File: src/core/lcmp_pkg.sv
/*
 * Constants for the linear-to-log compander: register addresses, field
 * positions, reset values and the mode encoding.
 * Assumes a 16-bit register port with word addresses as printed.
 */
package lcmp_pkg;
    localparam int ADDR_W = 16;
    localparam int DATA_W = 16;
    localparam logic [15:0] ADDR_CONTROL = 16'hd020;
    localparam logic [15:0] ADDR_SAMPLE = 16'hd021;
    localparam logic [15:0] ADDR_CODE = 16'hd022;
    localparam int MODE_BIT = 0;
    localparam logic [15:0] CONTROL_RESET = 16'h0000;
    localparam logic MODE_ALAW = 1'h0;
    localparam logic MODE_MULAW = 1'h1;
    localparam logic [7:0] ALAW_XOR = 8'h55;
    localparam logic [13:0] MULAW_BIAS = 14'h0021;
    localparam logic [7:0] CODE_ZERO_HI = 8'h00;
endpackage : lcmp_pkg

File: src/core/lcmp_top.sv
/*
 * Linear-to-log compander with control, sample and code registers on a
 * plain strobe port. Assumes one-cycle strobes, never both at once, and
 * read data sampled in the cycle after the read strobe.
 */
// The plain strobed port is this design's own decision.
`timescale 1ns/1ps
module lcmp_top (
    input wire logic core_clk, // system clock, 100 MHz
    input wire logic rst, // synchronous reset, active high
    input wire logic [15:0] reg_addr, // register word address
    input wire logic [15:0] reg_wdata, // write data
    input wire logic reg_wr, // write strobe
    input wire logic reg_rd, // read strobe
    output logic [15:0] reg_rdata // read data, one cycle after strobe
);
    logic mode_q;
    logic mode_d;
    logic [15:0] sample_q;
    logic [15:0] sample_d;
    logic [7:0] code_q;
    logic [7:0] code_d;
    logic [15:0] rdata_q;
    logic [15:0] rdata_d;
    logic samp_seen_q;

    wire logic hit_ctrl = reg_addr == lcmp_pkg::ADDR_CONTROL;
    wire logic hit_samp = reg_addr == lcmp_pkg::ADDR_SAMPLE;
    wire logic hit_code = reg_addr == lcmp_pkg::ADDR_CODE;
    wire logic wr_ctrl = reg_wr && hit_ctrl;
    wire logic wr_samp = reg_wr && hit_samp;

    assign mode_d = wr_ctrl ? reg_wdata[lcmp_pkg::MODE_BIT] : mode_q;
    assign sample_d = wr_samp ? reg_wdata : sample_q;

    wire logic [7:0] a_code;
    wire logic [7:0] u_code;
    lcmp_alaw_enc u_alaw (
        .lin_s(sample_q[15:3]),
        .code(a_code)
    );
    lcmp_mulaw_enc u_mulaw (
        .lin_s(sample_q[15:2]),
        .code(u_code)
    );
    // code register follows the current mode and the stored sample one cycle later
    assign code_d = (mode_q == lcmp_pkg::MODE_MULAW) ? u_code : a_code;

    wire logic [15:0] ctrl_view = {15'h0000, mode_q};
    wire logic [15:0] code_view = {lcmp_pkg::CODE_ZERO_HI, code_q};
    // sample register is write-only; unmapped reads return zero
    assign rdata_d = !reg_rd ? 16'h0000 :
                     hit_ctrl ? ctrl_view :
                     hit_code ? code_view : 16'h0000;

    always_ff @(posedge core_clk) begin
        if (rst) begin
            mode_q <= lcmp_pkg::CONTROL_RESET[lcmp_pkg::MODE_BIT];
            rdata_q <= 16'h0000;
            samp_seen_q <= 1'b0;
        end else begin
            mode_q <= mode_d;
            rdata_q <= rdata_d;
            samp_seen_q <= samp_seen_q || wr_samp;
        end
    end

    // no reset on datapath registers
    always_ff @(posedge core_clk) begin
        sample_q <= sample_d;
        code_q <= code_d;
    end

    assign reg_rdata = rdata_q;

    AST_CTRL_RESET: assert property (@(posedge core_clk)
        $past(rst) |-> mode_q == 1'b0) else $error("mode not zero after reset");
    AST_MODE_WRITE: assert property (@(posedge core_clk) disable iff (rst)
        wr_ctrl |=> mode_q == $past(reg_wdata[0])) else $error("mode write lost");
    AST_SAMPLE_WRITE: assert property (@(posedge core_clk) disable iff (rst)
        wr_samp |=> sample_q == $past(reg_wdata)) else $error("sample write lost");
    AST_CODE_HI_ZERO: assert property (@(posedge core_clk) disable iff (rst)
        $past(reg_rd && hit_code) |-> reg_rdata[15:8] == 8'h00)
        else $error("code upper byte not zero");
    AST_CODE_MODE: assert property (@(posedge core_clk) disable iff (rst)
        samp_seen_q && !wr_samp && !wr_ctrl ##1 !wr_samp && !wr_ctrl |=>
        code_q == (mode_q ? u_code : a_code)) else $error("code not per mode");
    AST_MU_LOW_IGNORED: assert property (@(posedge core_clk) disable iff (rst)
        wr_samp ##1 wr_samp && reg_wdata[15:2] == $past(reg_wdata[15:2]) && mode_q
        ##0 !wr_ctrl |=> u_code == $past(u_code)) else $error("mu-law used low bits");
    AST_A_LOW_IGNORED: assert property (@(posedge core_clk) disable iff (rst)
        wr_samp ##1 wr_samp && reg_wdata[15:3] == $past(reg_wdata[15:3])
        |=> a_code == $past(a_code)) else $error("A-law used low bits");
    AST_READ_NEXT: assert property (@(posedge core_clk) disable iff (rst)
        wr_samp ##1 !wr_samp && !wr_ctrl ##1 reg_rd && hit_code |=>
        reg_rdata[7:0] == (mode_q ? u_code : a_code)) else $error("stale code read");
    AST_ALAW_ZERO: assert property (@(posedge core_clk) disable iff (rst)
        sample_q[15:3] == 13'h0000 |-> a_code == 8'hd5) else $error("A-law zero code");
    AST_MULAW_ZERO: assert property (@(posedge core_clk) disable iff (rst)
        sample_q[15:2] == 14'h0000 |-> u_code == 8'hff) else $error("mu-law zero code");
endmodule // lcmp_top

File: src/core/lcmp_alaw_enc.sv
/*
 * A-law encoder: 13-bit signed sample to 8-bit code.
 * Assumes the caller presents the 13 upper bits of the linear sample.
 */
`timescale 1ns/1ps
module lcmp_alaw_enc (
    input wire logic [12:0] lin_s, // upper 13 bits, two's complement
    output logic [7:0] code // compressed code
);
    wire logic sign_neg = lin_s[12];
    wire logic [11:0] mag = sign_neg ? 12'(~lin_s[11:0]) : lin_s[11:0];
    logic [2:0] seg;
    logic [3:0] mant;
    // segment from leading one position, mantissa from the next four bits
    always_comb begin
        seg = 3'h0;
        mant = mag[4:1];
        if (mag[11]) begin
            seg = 3'h7;
            mant = mag[10:7];
        end else if (mag[10]) begin
            seg = 3'h6;
            mant = mag[9:6];
        end else if (mag[9]) begin
            seg = 3'h5;
            mant = mag[8:5];
        end else if (mag[8]) begin
            seg = 3'h4;
            mant = mag[7:4];
        end else if (mag[7]) begin
            seg = 3'h3;
            mant = mag[6:3];
        end else if (mag[6]) begin
            seg = 3'h2;
            mant = mag[5:2];
        end else if (mag[5]) begin
            seg = 3'h1;
            mant = mag[4:1];
        end
    end
    // positive sign bit set, then even-bit inversion
    assign code = {~sign_neg, seg, mant} ^ lcmp_pkg::ALAW_XOR;
endmodule // lcmp_alaw_enc

File: src/core/lcmp_mulaw_enc.sv
/*
 * Mu-law encoder: 14-bit signed sample to 8-bit code.
 * Assumes the caller presents the 14 upper bits of the linear sample.
 */
`timescale 1ns/1ps
module lcmp_mulaw_enc (
    input wire logic [13:0] lin_s, // upper 14 bits, two's complement
    output logic [7:0] code // compressed code
);
    wire logic sign_neg = lin_s[13];
    wire logic [12:0] mag0 = sign_neg ? 13'(~lin_s[12:0]) : lin_s[12:0];
    // clip so bias cannot overflow
    wire logic [12:0] magc = (mag0 > 13'h1fde) ? 13'h1fde : mag0;
    wire logic [13:0] mag = {1'b0, magc} + lcmp_pkg::MULAW_BIAS;
    logic [2:0] seg;
    logic [3:0] mant;
    always_comb begin
        seg = 3'h0;
        mant = mag[4:1];
        if (mag[12]) begin
            seg = 3'h7;
            mant = mag[11:8];
        end else if (mag[11]) begin
            seg = 3'h6;
            mant = mag[10:7];
        end else if (mag[10]) begin
            seg = 3'h5;
            mant = mag[9:6];
        end else if (mag[9]) begin
            seg = 3'h4;
            mant = mag[8:5];
        end else if (mag[8]) begin
            seg = 3'h3;
            mant = mag[7:4];
        end else if (mag[7]) begin
            seg = 3'h2;
            mant = mag[6:3];
        end else if (mag[6]) begin
            seg = 3'h1;
            mant = mag[5:2];
        end
    end
    // whole code complemented
    assign code = ~{sign_neg, seg, mant};
endmodule // lcmp_mulaw_enc

File: config.mk
export PLATFORM = sky130hd
export DESIGN_NAME = lcmp_top
export DESIGN_NICKNAME = d
export VERILOG_FILES = /design/src/core/lcmp_pkg.sv /design/src/core/lcmp_top.sv /design/src/core/lcmp_alaw_enc.sv /design/src/core/lcmp_mulaw_enc.sv
export SDC_FILE = /design/constraint.sdc
export NUM_CORES = 1
export LEC_CHECK = 0
export ABC_CLOCK_PERIOD_IN_PS = 7430
export CAP_MARGIN = 0
export CORE_ASPECT_RATIO = 1.5
export CORE_MARGIN = 2
export CORE_UTILIZATION = 40
export CTS_BUF_LIST = sky130_fd_sc_hd__clkbuf_8
export CTS_CLUSTER_DIAMETER = 40
export DETAILED_ROUTE_END_ITERATION = 12
export DONT_BUFFER_PORTS = 1
export HOLD_SLACK_MARGIN = 0.05
export MAX_ROUTING_LAYER = met4
export PLACE_DENSITY = 0.56
export SLEW_MARGIN = 20
export SYNTH_ARGS = -nofsm -noshare
export SYNTH_HDL_FRONTEND = slang
export SYNTH_HIERARCHICAL = 1
export SYNTH_SLANG_ARGS = --single-unit
File: constraint.sdc
create_clock -name core_clk -period 7.43 [get_ports core_clk]
set_input_delay 1.486 -clock core_clk [delete_from_list [all_inputs] [get_ports core_clk]]
set_output_delay 1.486 -clock core_clk [all_outputs]
set_load 0.05 [all_outputs]
==> summary.md <==
| Metric | Value |
|---|---|
| Post-synth cell types | 82 |
| RSZ-0062 raised after global routing | false |
| Leakage | 1.14 nW |
| Clk sink count | 31 |
| Cell Area, Synth | 0.00326 mm2 |
| Crit. End Element | flip-flop |
| Top-area cell type share of the netlist area | 12.9% |
| Initial antenna violation count | 0 |
| DRT antenna net count | 0 |
| Diode count | 0 |
| CP max FO | 18 |
| Rows | 40 |
| Worst R2R End | code_q[2] |
| Iteration-0 DRC count of the detailed router | 271 |
| Number of flops mapped to enable cells by yosys | 14 |
| R2r worst-path depth | 12 |
| Starting Density | 40.9% |
| Area of the multi-input gates | 0.00222 mm2 |
| Sequential-to-total area share from yosys stat | 23.4% |
| Worst-path clk slew | 0.06 ns |
| Critical Path Sink | code_q[2] |
| Synth-to-layout area growth | 1.23% |
| Rel. slew slack | 29.6% |
| Setup Total Neg Slack | 0 ns |
| Cell type with the largest total area after synthesis | edfxtp_1 |
| Crit path from | sample_q[13] |
| Postcts setup bufs | 0 |
| Synth warnings | 6 |
| Worst Setup Path Type | reg2reg |
| WP data arrival | 5.54 ns |
| Startpoint types | flip-flop |
| Die span in x | 77.7 um |
| PostCTS Resize Cnt | 0 |
| Synth Flop Type | dfxtp_1 |
| Startpoint of the worst hold path | code_q[2] |
| Vias per Instance | 6.50 |
| Hold-fix buffers, CTS | 0 |
| Post-synth top cells | a21oi_1 (32), nor2_1 (30), nand2_1 (26) |
| Fin. Hold Viols | 0 |
| DP Wirelength | 6300 um |
| Synth area leaders | edfxtp_1 (13%), dfxtp_1 (10%), a21oi_1 (4.9%) |
| Maximum vdd drop | 101 uV |
| Pwr dens | 95.8 mW/mm2 |
| R2R setup slack | 2.07 ns |
| Initial DRT Pass Iterations | 5 |
| # IOs | 52 |
| Nets@finish | 428 |
| Post-route design area | 0.00330 mm2 |
| Max Cap Viol | 0 |
| Gp weighted congestion | 0.876 |
| Async SR Flop Fraction | 0% |
| Share of cells above drive strength 1 | 10.7% |
| Cts bufs inserted | 5 |
| Die ar. | 0.00889 mm2 |
| Core Area | 0.00796 mm2 |
| Clk buf depth | 2 |
| GRT Resource Usage Total | 20.8% |
| Vias | 3231 |
| Final period utilization | 72.1% |
| DRC | 0 |
| H-tree levels | 2 |
| Final setup vio count | 0 |
| Final WL | 9210 um |
| Worst hold path type | reg2reg |
| First-pass GRT wire length | 14400 um |
| Max Clock Freq | 187 MHz |
| Die height | 115 um |
| CTS tree | yes |
| Reg area | 761 um2 |
| Mean Syn Cell Area | 7.85 um2 |
| Gr ovfl total | 0 |
| DP Area | 0.00321 mm2 |
| Vias in the first global route | 2851 |
| Yosys reg bits | 31 |
| Filler cell count in the final layout | 829 |
| Minimum clock period | 5.36 ns |
| Pin count of the biggest net entering global routing | 70 |
| Buffers on Ports | 0 |
| Clock Skew | 0.00772 ns |
| Clk Latency, worst-skew pair | 0.29 ns |
| Status | finished, final reports clean |
| Final Slew Violations | 0 |
| Root buf cell | clkbuf_8 |
| DR WL/cell | 18.5 um |
| Mapped Cells | 415 |
| Measured slew at the worst slew-check pin | 1.06 ns |
| Top-count cell post-synth | a21oi_1 |
| Required @ worst endpoint | 7.61 ns |
| Crit Reg-Reg Startpoint | sample_q[13] |
==> power by group <==
group          total (W)   switching, W  internal, W
Sequential      0.000178  0.00000000457     0.000178
Clock           0.000127      0.0000631    0.0000639
Combinational  0.0000108     0.00000962   0.00000114
Total           0.000316      0.0000727     0.000243
==> sequential cells by signal (all words and copies together), names as in the netlist <==
name,flops
code_q,8
mode_q,1
reg_rdata,8
sample_q,14
==> metrics by stage <==
stage	power (W)	util, %	hold WS, ns	instances	worst slack (ns)
global placement	0.000192	40.4	0.413	489	2.36
CTS	0.000320	41.4	0.433	497	2.23
global route	0.000324	41.4	0.444	497	1.88
finish	0.000316	41.4	0.429	497	2.07
detailed placement	0.000192	40.4	0.419	489	2.28
floorplan	0.000195	-	0.406	422	3.49
==> layer usage <==
metal,track usage [%],up-vias,part of all wire (%)
met1,23.1,1538,40
met2,37.2,146,52
met5,-,-,0
met3,1.50,21,4.8
li1,-,1526,-
met4,10.5,0,3.6
==> critical path: stages (launching register included) <==
cell and delay [ns]:
edfxtp_1 0.68, or4b_4 0.63, mux2i_2 0.46, o21ai_0 0.36
o21ai_0 0.27, ha_1 0.48, inv_1 0.22, nor4_1 0.59
a211oi_1 0.13, or3_1 0.50, o41ai_1 0.50, a311oi_1 0.15
mux2_2 0.29
==> kinds of logic after synthesis <==
kind of cell / count (synthesis) / share of synthesized area [%]
AO/OA/AOI/OAI: 141 / 30.4
flip-flops: 31 / 23.4
multiplexers: 15 / 5.22
other: 1 / 0.115
adder cells (fa/ha/maj): 2 / 0.691
AND/OR/NAND/NOR: 148 / 26.0
XOR/XNOR: 19 / 5.11
buffers and inverters: 58 / 9.14
==> worst min-delay path by stage <==
stage	end	cells after the start	slack, ns
5_1_grt	reg_rdata[2]	1	0.44
6_report	reg_rdata[2]	1	0.43
3_3_place_gp	reg_rdata[7]	1	0.41
2_1_floorplan	reg_rdata[1]	1	0.41
4_1_cts	reg_rdata[2]	1	0.43
3_5_place_dp	reg_rdata[2]	1	0.42
==> final cells by class <==
cell class	instances	area share, %
multi-input cells	333	67.5
flip-flops and latches	31	23.1
well taps	105	3.98
clock buffers	5	2.09
inverters	15	1.78
repair buffers	5	1.14
clock inverters	3	0.455
==> cell usage in the layout (no fill, tap or decap), types with 4 or more instances in the layout <==
cell type | synthesis | routed
nand4_1 | 4 | 4
clkbuf_8 | 0 | 5
or3_1 | 6 | 6
a221oi_1 | 7 | 7
mux2i_1 | 4 | 4
o211ai_1 | 6 | 6
mux2_2 | 8 | 8
dfxtp_1 | 17 | 17
nand2_1 | 26 | 26
and2_1 | 11 | 11
nand2b_1 | 10 | 10
xnor2_1 | 11 | 11
edfxtp_1 | 14 | 14
or4_1 | 4 | 4
conb_1 | 1 | 8
o21ai_0 | 22 | 22
o221ai_1 | 4 | 4
o31ai_1 | 5 | 5
inv_1 | 11 | 11
o32ai_1 | 4 | 4
a211oi_1 | 7 | 7
nand3_1 | 10 | 10
nor2_1 | 30 | 30
a21oi_1 | 32 | 32
nor4_1 | 8 | 8
nor3_1 | 12 | 12
o22ai_1 | 6 | 6
nand3b_1 | 4 | 4
buf_4 | 11 | 5
a311oi_1 | 7 | 7
xor2_1 | 8 | 8
No activity file was read; power rests on OpenSTA's default activity.
